==> config.mk <==
export PLATFORM = sky130hd
export DESIGN_NAME = pin_power_ctrl
export DESIGN_NICKNAME = d
export VERILOG_FILES = /design/src/rtl/pin_power_pkg.sv /design/src/rtl/pin_power_ctrl.sv
export SDC_FILE = /design/constraint.sdc
export NUM_CORES = 1
export LEC_CHECK = 0
export ABC_AREA = 1
export BUFFER_PORTS_ARGS = -buffer_cell sky130_fd_sc_hd__buf_2
export CELL_PAD_IN_SITES_DETAIL_PLACEMENT = 1
export CELL_PAD_IN_SITES_GLOBAL_PLACEMENT = 2
export CORE_UTILIZATION = 34
export CTS_CLUSTER_SIZE = 25
export DETAILED_ROUTE_END_ITERATION = 6
export GPL_TIMING_DRIVEN = 0
export PLACE_DENSITY = 0.82
export SLEW_MARGIN = 5
export SYNTH_ARGS = -nofsm -noshare
export SYNTH_HDL_FRONTEND = slang
export SYNTH_SLANG_ARGS = --single-unit
export TNS_END_PERCENT = 10
==> constraint.sdc <==
create_clock -name clk_i -period 4.9 [get_ports clk_i]
set_input_delay 0.245 -clock clk_i [delete_from_list [all_inputs] [get_ports clk_i]]
set_output_delay 0.245 -clock clk_i [all_outputs]
set_load 0.01 [all_outputs]
==> src/rtl/pin_power_pkg.sv <==
// Package: register map, field layout, timing and state types of the pin/power block
package pin_power_pkg;
  localparam int NPORT = 2;
  // Register byte addresses
  localparam logic [7:0] ADDR_CTRL = 8'h00;
  localparam logic [7:0] ADDR_LINE0 = 8'h04;
  localparam logic [7:0] ADDR_LINE1 = 8'h08;
  localparam logic [7:0] ADDR_TX0 = 8'h0c;
  localparam logic [7:0] ADDR_TX1 = 8'h10;
  localparam logic [7:0] ADDR_STAT = 8'h14;
  // Control field positions
  localparam int CTRL_AUX = 0;
  localparam int CTRL_DTR = 1;
  localparam int CTRL_RTS = 3;
  // Line field: [1:0] length code (5..8 bits), [4:2] parity
  localparam int LINE_LEN = 0;
  localparam int LINE_PAR = 2;
  localparam logic [4:0] LINE_RST = 5'h03;
  localparam logic [2:0] PAR_NONE = 3'h0;
  localparam logic [2:0] PAR_ODD = 3'h1;
  localparam logic [2:0] PAR_EVEN = 3'h2;
  localparam logic [2:0] PAR_MARK = 3'h3;
  localparam logic [2:0] PAR_SPACE = 3'h4;
  // Status field positions
  localparam int STAT_MDM0 = 0;
  localparam int STAT_MDM1 = 4;
  localparam int STAT_BUSY = 8;
  localparam int STAT_P0HALF = 10;
  localparam int STAT_P1HALF = 11;
  localparam int STAT_P1DSR = 12;
  localparam int STAT_CFG = 13;
  localparam int STAT_SUSP = 14;
  localparam int STAT_VBUS = 15;
  localparam int STAT_HOLD = 16;
  localparam int STAT_DISCH = 17;
  // Timing
  localparam int CLK_HZ = 250_000_000;
  localparam int RESET_DELAY_MS = 15;
  localparam int RESET_DELAY_CYC = (CLK_HZ / 1000) * RESET_DELAY_MS;
  localparam logic [15:0] BAUD_DIV_DEF = 16'h00d9;

  typedef enum logic [1:0] {PWR_HOLD, PWR_ACTIVE, PWR_SUSPEND} pwr_state_type;

  typedef struct packed {
    logic cyc;
    logic stb;
    logic we;
    logic [7:0] adr;
    logic [3:0] sel;
    logic [31:0] dat;
  } wb_req_type;

  typedef struct packed {
    logic ack;
    logic [31:0] dat;
  } wb_rsp_type;

  typedef struct packed {
    pwr_state_type pwr;
    logic [21:0] hold_cnt;
    logic p0_half;
    logic p1_half;
    logic p1_on_dsr;
    logic cfg;
    logic aux;
    logic discharge;
    logic [1:0] dtr;
    logic [1:0] rts;
    logic [1:0][4:0] line;
    logic [1:0][11:0] sh;
    logic [1:0][3:0] bits_left;
    logic [1:0][15:0] baud;
    logic ack;
    logic [31:0] rdat;
  } state_type;
endpackage

==> src/rtl/pin_power_ctrl.sv <==
// Pin function, strap, serial transmit and USB power state control with a Wishbone slave
//
// Functional notes
// RULE1: transmit lines idle high
// RULE2: modem inputs asserted when low
// RULE3: RTS/DTR driven low when asserted
// RULE4: port0 DTR strap low selects tx indicator
// RULE5: tx indicator high while port sends
// RULE6: port1 strap, DSR low: DSR indicates
// RULE7: port1 strap, DSR high: DTR indicates
// RULE8: configured output low, inactive in suspend
// RULE9: enter suspend on bus request
// RULE10: lost bus power shuts USB, suspends
// RULE11: no detect input means power present
// RULE12: aux bit set disables pull-down
// RULE13: low IO supply sinks, then re-enables
// RULE14: external reset low resets the device
// RULE15: 5 to 8 bits, five parity modes
// RULE16: straps sampled after every reset
// RULE17: wait delay after reset release
// RULE18: strap choice latched until reset
// RULE19: replaced modem function reads inactive
`timescale 1ns/10ps
module pin_power_ctrl #(
  parameter logic [21:0] RESET_DELAY = 22'(pin_power_pkg::RESET_DELAY_CYC),
  parameter logic [15:0] BAUD_DIV = pin_power_pkg::BAUD_DIV_DEF,
  parameter bit HAS_VBUS = 1'b1
) (
  // Clock and resets
  input wire logic clk_i,
  input wire logic rst_i,
  input wire logic ext_reset_n_i,
  // Register bus
  input wire pin_power_pkg::wb_req_type wb_i,
  output pin_power_pkg::wb_rsp_type wb_o,
  // Serial data and modem pins
  output logic serial_out_port0_o,
  output logic serial_out_port1_o,
  output logic [1:0] rts_n_o,
  input wire logic [1:0] cts_n_i,
  input wire logic [1:0] ri_n_i,
  input wire logic [1:0] dcd_n_i,
  input wire logic dsr0_n_i,
  // Strap-capable pins
  input wire logic dtr0_pin_i,
  output logic dtr0_pin_o,
  output logic dtr0_pin_oe_o,
  input wire logic dtr1_pin_i,
  output logic dtr1_pin_o,
  output logic dtr1_pin_oe_o,
  input wire logic dsr1_pin_i,
  output logic dsr1_pin_o,
  output logic dsr1_pin_oe_o,
  // USB engine and power
  input wire logic vbus_i,
  input wire logic usb_suspend_req_i,
  input wire logic usb_config_done_i,
  input wire logic io_supply_low_i,
  output logic usb_configured_n_o,
  output logic usb_suspend_o,
  output logic usb_phy_off_o,
  output logic vbus_pulldown_en_o,
  output logic vbus_discharge_o
);
  pin_power_pkg::state_type st_ff;
  pin_power_pkg::state_type nxt_st;
  logic rst_all;
  logic vbus_ok;
  logic req;
  logic [1:0] busy;
  logic [1:0] dtr_view;
  logic dsr1_asserted;
  logic tx_port;
  logic [15:0] frame_v;
  logic [31:0] rd_word;

  // Frame builder: {bit count, bits lsb first}; start, data, parity, stop
  function automatic logic [15:0] build_frame(input logic [7:0] d, input logic [4:0] ln);
    logic [11:0] f;
    logic [3:0] len;
    logic [7:0] md;
    logic par_on;
    logic par_bit;
    logic [2:0] pm;
    f = '1;
    len = 4'h5 + {2'h0, ln[pin_power_pkg::LINE_LEN +: 2]};
    pm = ln[pin_power_pkg::LINE_PAR +: 3];
    md = d & (8'hff >> (4'h8 - len));
    par_on = (pm != pin_power_pkg::PAR_NONE);
    case (pm)
      pin_power_pkg::PAR_ODD: par_bit = ~^md;
      pin_power_pkg::PAR_EVEN: par_bit = ^md;
      pin_power_pkg::PAR_MARK: par_bit = 1'b1;
      default: par_bit = 1'b0;
    endcase
    f[0] = 1'b0;
    for (int i = 0; i < 8; i++)
    begin
      if (4'(i) < len)
        f[i + 1] = md[i];
    end
    if (par_on)
      f[len + 4'h1] = par_bit;
    return {len + 4'h2 + {3'h0, par_on}, f}; // RULE15
  endfunction

  // Either reset input resets all state: shifters to ones, line fields to LINE_RST, the rest to zero
  assign rst_all = rst_i | ~ext_reset_n_i; // RULE14
  // Variants without a detect input see permanent bus power
  assign vbus_ok = HAS_VBUS ? vbus_i : 1'b1; // RULE11
  assign req = wb_i.cyc && wb_i.stb && !st_ff.ack;
  assign busy = {st_ff.bits_left[1] != 4'h0, st_ff.bits_left[0] != 4'h0};
  // Reassigned DTR reads inactive to software
  assign dtr_view = st_ff.dtr & ~{st_ff.p1_half & ~st_ff.p1_on_dsr, st_ff.p0_half}; // RULE19
  assign dsr1_asserted = ~dsr1_pin_i & ~(st_ff.p1_half & st_ff.p1_on_dsr); // RULE2 RULE19
  assign tx_port = (wb_i.adr == pin_power_pkg::ADDR_TX1);
  assign frame_v = build_frame(wb_i.dat[7:0], st_ff.line[tx_port]);

  // Read mux; unmapped addresses read zero
  always_comb
  begin
    rd_word = '0;
    case (wb_i.adr)
      pin_power_pkg::ADDR_CTRL:
      begin
        rd_word[pin_power_pkg::CTRL_AUX] = st_ff.aux;
        rd_word[pin_power_pkg::CTRL_DTR +: 2] = dtr_view;
        rd_word[pin_power_pkg::CTRL_RTS +: 2] = st_ff.rts;
      end
      pin_power_pkg::ADDR_LINE0: rd_word[4:0] = st_ff.line[0];
      pin_power_pkg::ADDR_LINE1: rd_word[4:0] = st_ff.line[1];
      pin_power_pkg::ADDR_STAT:
      begin
        rd_word[pin_power_pkg::STAT_MDM0 +: 4] = ~{dcd_n_i[0], ri_n_i[0], dsr0_n_i, cts_n_i[0]}; // RULE2
        rd_word[pin_power_pkg::STAT_MDM1 +: 4] = {~dcd_n_i[1], ~ri_n_i[1], dsr1_asserted, ~cts_n_i[1]}; // RULE2
        rd_word[pin_power_pkg::STAT_BUSY +: 2] = busy;
        rd_word[pin_power_pkg::STAT_P0HALF] = st_ff.p0_half;
        rd_word[pin_power_pkg::STAT_P1HALF] = st_ff.p1_half;
        rd_word[pin_power_pkg::STAT_P1DSR] = st_ff.p1_on_dsr;
        rd_word[pin_power_pkg::STAT_CFG] = st_ff.cfg;
        rd_word[pin_power_pkg::STAT_SUSP] = (st_ff.pwr == pin_power_pkg::PWR_SUSPEND);
        rd_word[pin_power_pkg::STAT_VBUS] = vbus_ok;
        rd_word[pin_power_pkg::STAT_HOLD] = (st_ff.pwr == pin_power_pkg::PWR_HOLD);
        rd_word[pin_power_pkg::STAT_DISCH] = st_ff.discharge;
      end
      default: rd_word = '0;
    endcase
  end

  // Next state of the whole block
  always_comb
  begin
    nxt_st = st_ff;
    nxt_st.ack = 1'b0;
    nxt_st.cfg = usb_config_done_i & vbus_ok;
    // Power sequence; straps are sampled while the pins are not driven
    case (st_ff.pwr)
      pin_power_pkg::PWR_HOLD:
      begin
        nxt_st.p0_half = ~dtr0_pin_i; // RULE4 RULE16 RULE18
        nxt_st.p1_half = ~dtr1_pin_i; // RULE16
        nxt_st.p1_on_dsr = ~dsr1_pin_i; // RULE6 RULE7
        if (st_ff.hold_cnt >= RESET_DELAY - 22'h1)
          nxt_st.pwr = vbus_ok ? pin_power_pkg::PWR_ACTIVE : pin_power_pkg::PWR_SUSPEND;
        else
          nxt_st.hold_cnt = st_ff.hold_cnt + 22'h1; // RULE17
      end
      pin_power_pkg::PWR_ACTIVE:
      begin
        if (!vbus_ok || usb_suspend_req_i)
          nxt_st.pwr = pin_power_pkg::PWR_SUSPEND; // RULE9 RULE10
      end
      pin_power_pkg::PWR_SUSPEND:
      begin
        if (vbus_ok && !usb_suspend_req_i)
          nxt_st.pwr = pin_power_pkg::PWR_ACTIVE;
      end
      default: nxt_st.pwr = pin_power_pkg::PWR_HOLD;
    endcase
    // Discharge only while the pull-down is off; recovery turns it back on
    if (!st_ff.aux)
      nxt_st.discharge = 1'b0;
    else if (io_supply_low_i)
      nxt_st.discharge = 1'b1; // RULE13
    else if (st_ff.discharge)
    begin
      nxt_st.discharge = 1'b0;
      nxt_st.aux = 1'b0; // RULE13
    end
    // Bit timing; shifting fills with ones so the line rests high
    for (int p = 0; p < pin_power_pkg::NPORT; p++)
    begin
      if (st_ff.bits_left[p] != 4'h0)
      begin
        if (st_ff.baud[p] == 16'h0)
        begin
          nxt_st.sh[p] = {1'b1, st_ff.sh[p][11:1]}; // RULE1
          nxt_st.bits_left[p] = st_ff.bits_left[p] - 4'h1;
          nxt_st.baud[p] = BAUD_DIV - 16'h1;
        end
        else
          nxt_st.baud[p] = st_ff.baud[p] - 16'h1;
      end
    end
    // Bus access last, so a software write wins over a hardware clear
    if (req)
    begin
      nxt_st.ack = 1'b1;
      nxt_st.rdat = rd_word;
      if (wb_i.we && wb_i.sel[0])
      begin
        case (wb_i.adr)
          pin_power_pkg::ADDR_CTRL:
          begin
            nxt_st.aux = wb_i.dat[pin_power_pkg::CTRL_AUX]; // RULE12
            nxt_st.dtr = wb_i.dat[pin_power_pkg::CTRL_DTR +: 2];
            nxt_st.rts = wb_i.dat[pin_power_pkg::CTRL_RTS +: 2];
          end
          pin_power_pkg::ADDR_LINE0: nxt_st.line[0] = wb_i.dat[4:0];
          pin_power_pkg::ADDR_LINE1: nxt_st.line[1] = wb_i.dat[4:0];
          pin_power_pkg::ADDR_TX0, pin_power_pkg::ADDR_TX1:
          begin
            // A write to a busy or suspended port is dropped
            if (!busy[tx_port] && st_ff.pwr == pin_power_pkg::PWR_ACTIVE)
            begin
              nxt_st.bits_left[tx_port] = frame_v[15:12]; // RULE15
              nxt_st.sh[tx_port] = frame_v[11:0];
              nxt_st.baud[tx_port] = BAUD_DIV - 16'h1;
            end
          end
          default: ;
        endcase
      end
    end
  end

  // State register
  always_ff @(posedge clk_i)
  begin
    if (rst_all)
      st_ff <= '{pwr: pin_power_pkg::PWR_HOLD, sh: '1,
                 line: {pin_power_pkg::LINE_RST, pin_power_pkg::LINE_RST}, default: '0};
    else
      st_ff <= nxt_st;
  end

  // Pin and status outputs
  assign wb_o = '{ack: st_ff.ack, dat: st_ff.rdat};
  assign serial_out_port0_o = st_ff.sh[0][0]; // RULE1
  assign serial_out_port1_o = st_ff.sh[1][0]; // RULE1
  assign rts_n_o = ~st_ff.rts; // RULE3
  assign dtr0_pin_oe_o = (st_ff.pwr != pin_power_pkg::PWR_HOLD);
  assign dtr0_pin_o = st_ff.p0_half ? busy[0] : ~st_ff.dtr[0]; // RULE3 RULE4 RULE5
  assign dtr1_pin_oe_o = (st_ff.pwr != pin_power_pkg::PWR_HOLD);
  assign dtr1_pin_o = (st_ff.p1_half && !st_ff.p1_on_dsr) ? busy[1] : ~st_ff.dtr[1]; // RULE7
  assign dsr1_pin_oe_o = dtr1_pin_oe_o && st_ff.p1_half && st_ff.p1_on_dsr; // RULE6
  assign dsr1_pin_o = busy[1]; // RULE5
  assign usb_configured_n_o = ~(st_ff.cfg && st_ff.pwr == pin_power_pkg::PWR_ACTIVE); // RULE8
  assign usb_suspend_o = (st_ff.pwr == pin_power_pkg::PWR_SUSPEND);
  assign usb_phy_off_o = ~vbus_ok; // RULE10
  assign vbus_pulldown_en_o = ~st_ff.aux; // RULE12
  assign vbus_discharge_o = st_ff.discharge;
endmodule

**Word-level counts from Yosys, hierarchy flattened**

Index checks and enable logic that the tools add are counted.

- Flip-flop bits (word level): 127
- Input port bits: 64
- Output and inout port bits: 48
- Word-level logic and storage cells: 176

- Add/subtract/negate cells: 10
- Order comparisons: 13
- Eq/ne operators: 13
- Shift operators: 1
- Multiplexer cells: 57
- Bitwise operators: 28
- Reductions and logical operators: 34

Operators by type and width:

| cell | number |
|---|---|
| $mux W64 | 3 |
| $mux W97 | 1 |
| $mux W16 | 5 |
| $mux W12 | 6 |
| $logic_not A16 Y1 | 2 |
| $sub A16 B1 Y16 const B | 2 |
| $and A24 B24 Y24 | 1 |
| $bwmux W24 | 1 |
| $not A24 Y24 | 1 |
| $add A22 B1 Y22 const B | 1 |
| $ge A22 B22 Y1 const B | 1 |
| $mux W4 | 5 |
| $pmux W5 S4 | 1 |
| $mux W1 | 19 |
| $demux W16 S1 | 1 |
| $eq A8 B4 Y1 const B | 2 |
| $eq A8 B5 Y1 const B | 2 |
| $lt A3 B4 Y1 const A | 4 |
| $not A1 Y1 | 15 |
| $mux W13 | 1 |
| $bwmux W12 | 1 |
| $demux W12 S1 | 1 |
| $reduce_and A3 Y1 | 4 |
| $logic_and A1 B1 Y1 | 11 |
| other kinds (45) | 65 |

**Longest topological paths before layout**

- Depth in word-level cells: 16
- Depth in mapped cells: 25
- Mapped depth without buffers: 24

**Least setup slack after synthesis**

Ideal clock, no wire load.

- Path type: input port to flip-flop
- Start point: input wb_i[36] (netlist bit)
- End point: register st_ff[82] (netlist bit)
- Library setup time: 115 ps
- Arrival: 2385 ps
- Data required time: 4785 ps
- Path slack: 2400 ps
- Stages on the path: 22
- Path buffers: 1
- Cells stage by stage: inv_1 nand2_1 nor2_2 nand2_2 buf_6 o21ai_0 inv_1 ha_1 inv_1 nand2_1 nand3_1 nand2_1 inv_1 nand2_1 nand3_1 nand3_1 nand3_1 nand2_1 nor2_1 nand2_1 nand2_1 nand2_1

- Longest elaborated chain between the ends: 16
- Elaborated cells between the ends (all ways): 38
- Those cells by class: add/sub (3); order compare (4); eq/ne (5); shift (1); mux (16); bitwise (1); reduce/logical (8)

RTL lines:

| what | RTL line | source |
|---|---|---|
| from (decl) | pin_power_ctrl.sv:34 | `input wire pin_power_pkg::wb_req_type wb_i,` |
| $eq A8 B5 Y1 | pin_power_ctrl.sv:116, pin_power_ctrl.sv:212 |  |
| $mux W5 (not written as such) (2 in series) | pin_power_ctrl.sv:117 | `assign frame_v = build_frame(wb_i.dat[7:0], st_ff.line[tx_port]);` |
| $add A3 B2 Y4 | pin_power_ctrl.sv:86 | `len = 4'h5 + {2'h0, ln[pin_power_pkg::LINE_LEN +: 2]};` |
| $sub A4 B4 Y4 or $add A4 B1 Y4 (tied branches) | pin_power_ctrl.sv:88, pin_power_ctrl.sv:103 |  |
| $shr A8 B4 Y8 (tied with other cells) | pin_power_ctrl.sv:88 | `md = d & (8'hff >> (4'h8 - len));` |
| $and A8 B8 Y8 or $logic_and A1 B1 Y1 (tied branches) | pin_power_ctrl.sv:88, pin_power_ctrl.sv:103 |  |
| $reduce_xor A8 Y1 (tied with other cells) | pin_power_ctrl.sv:92 | `pin_power_pkg::PAR_EVEN: par_bit = ^md;` |
| $pmux W1 S3 or $demux W1 S4 (tied branches) | pin_power_ctrl.sv:90, pin_power_ctrl.sv:103 |  |
| $bwmux W12 | pin_power_ctrl.sv:103 | `f[len + 4'h1] = par_bit;` |
| $mux W12 | pin_power_ctrl.sv:102 | `if (par_on)` |
| $bwmux W24 | pin_power_ctrl.sv:227 | `nxt_st.sh[tx_port] = frame_v[11:0];` |
| $mux W64 | pin_power_ctrl.sv:224 | `if (!busy[tx_port] && st_ff.pwr == pin_power_pkg::PWR_ACTIVE)` |
| $mux W64 * | pin_power_ctrl.sv:212 | `case (wb_i.adr)` |
| $mux W64 * | pin_power_ctrl.sv:210 | `if (wb_i.we && wb_i.sel[0])` |
| $mux W97 * | pin_power_ctrl.sv:206 | `if (req)` |
| to (signal assigned) | pin_power_ctrl.sv:241 | `st_ff <= '{pwr: pin_power_pkg::PWR_HOLD, sh: '1,` |
| to (signal assigned) | pin_power_ctrl.sv:244 | `st_ff <= nxt_st;` |
| to (decl) | pin_power_ctrl.sv:65 | `pin_power_pkg::state_type st_ff;` |

Mark *: on every way between the ends. The rest lies on a longest branch, timed or not. The select of a mux whose other input is x is not followed.
A chain may end at the register's enable or synchronous reset.

**Worst setup path in the final report**

Ends and elaborated chain as after synthesis.

==> flow_summary.json <==
{
  "synth_top_cells_by_area": "sky130_fd_sc_hd__dfxtp_1, sky130_fd_sc_hd__nand2_1, sky130_fd_sc_hd__inv_1, sky130_fd_sc_hd__o21ai_0, sky130_fd_sc_hd__a21oi_1",
  "grt_first_pass_wirelength_mm": 34.0,
  "per_cell_via_count_in_the_routed_design": 4.85,
  "cts_h_tree_lvls": 4,
  "final-setup-viol-count": 0,
  "post-route-min-period_ns": 3.07,
  "r2r.worst_path.cells": 20,
  "clk_transition_reported_paths_ns": 0.06,
  "crit_fanout": 10,
  "mapped_cells": 973,
  "wl_per_cell_um": 15.5,
  "wl_mm": 21.0,
  "number_of_hold_violations_in_the_final_report": 0,
  "die-area_mm2": 0.0210,
  "fp.dieW_um": 145,
  "hold-worst-slack_ns": 0.0541,
  "synthesis_to_finish_area_growth_pct": 19.8,
  "stdcell_count": 1356,
  "die_height_um": 145,
  "ff2ff_setup_slack_ns": 1.96,
  "largest_net_degree_at_the_start_of_global_routing": 17,
  "fraction_of_final_layout_cells_with_drive_strength_greater_than_1_pct": 17.5,
  "synthTopCellsByCount": "sky130_fd_sc_hd__nand2_1, sky130_fd_sc_hd__dfxtp_1, sky130_fd_sc_hd__inv_1",
  "critical-path-slowest-cell": "sky130_fd_sc_hd__o21ai_0",
  "vdd_ir_drop_max_mv": 0.334,
  "synth.avg_cell_area_um2": 7.15,
  "most_common_cell_in_the_netlist": "sky130_fd_sc_hd__nand2_1",
  "synth_cell_type_count": 55,
  "timing.hold.worst_path_depth": 3,
  "core_area_mm2": 0.0198,
  "port_buffers": 70,
  "postLayoutCellArea_mm2": 0.00834,
  "fillers": 2581,
  "drt-initial-drc-count": 253,
  "post-route-drc-count": 0,
  "yosys.area.top_type": "sky130_fd_sc_hd__dfxtp_1",
  "grt_util_met3_pct": 4.15,
  "rsz0062_at_grt": "false",
  "cts_buffer_count": 17,
  "place.gp.congestion": 0.827,
  "synth_ff_type": "sky130_fd_sc_hd__dfxtp_1",
  "async_flop_share_pct": 0,
  "fmaxAchievable_ghz": 0.325,
  "worstSetupPathType": "in -> reg",
  "timing_max_transition_violations_final": 0,
  "dp_hpwl_mm": 15.6,
  "global_route.overflow_total": 0,
  "sequential_element_share_of_the_synthesized_area_pct": 36.5,
  "worst_slew_pin_slew_ns": 0.888,
  "gr-usage-met1_pct": 26.0,
  "io_pins": 112,
  "ys_seq_elements": 127,
  "timing.hold.worst.class": "in -> reg",
  "timing.critical_path.arrival_ns": 3.38,
  "critical_path.top_delay_family": "simple AND/OR/NAND/NOR gates",
  "initial_utilization_pct": 35.2,
  "p_per_area_mw_per_mm2": 452,
  "gr-usage-all-layers_pct": 20.4,
  "clock_path_buffers": 2,
  "num_vias": 6574,
  "data_required_time_of_the_worst_path_ns": 5.21,
  "drt.antenna.violating_nets": 0,
  "place.detailed.instances": 1321,
  "num-nets-final": 1154,
  "drv_cap": 0,
  "clkSinkCount": 127,
  "synth_edf_count": 0,
  "post_synth_instance_area_mm2": 0.00696,
  "placed_cell_area_mm2": 0.00769,
  "critPathCaptureType": "register",
  "ys.warnings.count": 0,
  "outcome": "finished, final reports clean",
  "critical_path.n_buffers_inverters": 6,
  "yosysTopAreaCellShare_pct": 36.5,
  "clock_latency_late_sink_ns": 0.42,
  "post-route-period-util_pct": 62.7,
  "number_of_detailed_routing_iterations_run_before_antenna_repair": 5,
  "critical_path.max_stage_delay_ns": 0.54,
  "crit_cells": 25,
  "met2_capacity_usage_during_global_routing_pct": 35.3,
  "rows": 51,
  "grt-busiest-layer": "met2",
  "max_slew_headroom_pct": 40.6,
  "setup-tns-final_ns": 0,
  "cts-root-buf": "sky130_fd_sc_hd__clkbuf_16",
  "cp-start-kind": "input port",
  "cts_resizes": 0,
  "clock_skew_ns": 0.00972,
  "antennaDiodeCount": 0,
  "first_global_vias": 6537,
  "cp_common_cell": "sky130_fd_sc_hd__nand2_1",
  "p_leak_nw": 3.72,
  "tritoncts": "done",
  "number_of_antenna_violations_at_the_first_check_in_global_routing": 0,
  "cts_setup_buffers": 0
}
-- power by group --
part           total [W]  switching, W  internal (W)
registers        0.00118     0.0000630       0.00112
logic            0.00124      0.000801      0.000439
clock network    0.00135      0.000499      0.000851
-- cell families (layout without fill, tap and decap cells) --
family / after synthesis / count (layout) / share of synthesized area [%]
AND/OR/NAND/NOR: 408 / 408 / 27.6
buffers and inverters: 195 / 300 / 12.9
AO/OA/AOI/OAI: 182 / 182 / 14.5
flip-flops: 127 / 127 / 36.5
XOR/XNOR: 41 / 41 / 5.16
adder cells (fa/ha/maj): 12 / 12 / 2.16
multiplexers: 7 / 7 / 1.01
other: 1 / 14 / 0.0539
-- layout by cell type (no fill, tap or decap), drive strengths merged, types with 10 or more instances in the layout --
cell | synthesis | routed
nand4 | 18 | 18
o211ai | 10 | 10
nor2 | 89 | 89
a21oi | 69 | 69
inv | 134 | 135
nand2 | 187 | 187
xor2 | 26 | 26
nand3 | 68 | 68
conb | 1 | 14
dfxtp | 127 | 127
clkbuf | 15 | 33
o21ai | 78 | 78
nor3 | 25 | 25
nor4 | 11 | 11
xnor2 | 15 | 15
buf | 45 | 115
ha | 12 | 12
-- layout make-up --
type	count	area, um2	area share (%)
multi-input cells	664	3570	42.8
clock buffers	18	429	5.15
well taps	265	332	3.98
inverters	135	507	6.08
repair buffers	73	380	4.56
clock inverters	14	191	2.30
flip-flops and latches	127	2540	30.5
plain buffers	60	393	4.71
-- metrics by stage --
step / utilization (%) / power [W] / setup slack [ns]
floorplan: - / 0.00214 / 2.40
global placement: 38.9 / 0.00243 / 1.42
detailed placement: 38.9 / 0.00244 / 1.39
CTS: 42.1 / 0.00382 / 1.83
global route: 42.2 / 0.00403 / 1.55
finish: 42.2 / 0.00377 / 1.83
-- state kept, by name, indices dropped and copies added (netlist names) --
signal              count
st_ff                 105
wb_o                   19
serial_out_port0_o      1
serial_out_port1_o      1
vbus_discharge_o        1
-- per-layer routing --
layer | wire length (um) | share of wire [%] | up-vias
met4 | 169 | 0.81 | 0
li1 | - | - | 3350
met2 | 10200 | 49 | 83
met1 | 10100 | 48 | 3124
met5 | 0 | 0 | -
met3 | 535 | 2.6 | 17
-- final timing paths --
check                                        from         end
worst max-delay path                     wb_i[36]   st_ff[82]
worst min-delay path            usb_config_done_i  st_ff[113]
worst max register to register         st_ff[102]   st_ff[82]
worst min register to register          st_ff[96]   st_ff[96]
-- worst min-delay path, stage by stage --
cell	delay, ns
sky130_fd_sc_hd__buf_2	0.10
sky130_fd_sc_hd__nand2_1	0.05
sky130_fd_sc_hd__nor2_1	0.04
-- what timing repair did --
action                                  in CTS  in global routing
endpoints found under the hold margin        2                  1
endpoints found under the setup margin       0                  0
hold buffers                                 2                  1
Power figures use the tool's default switching activity.
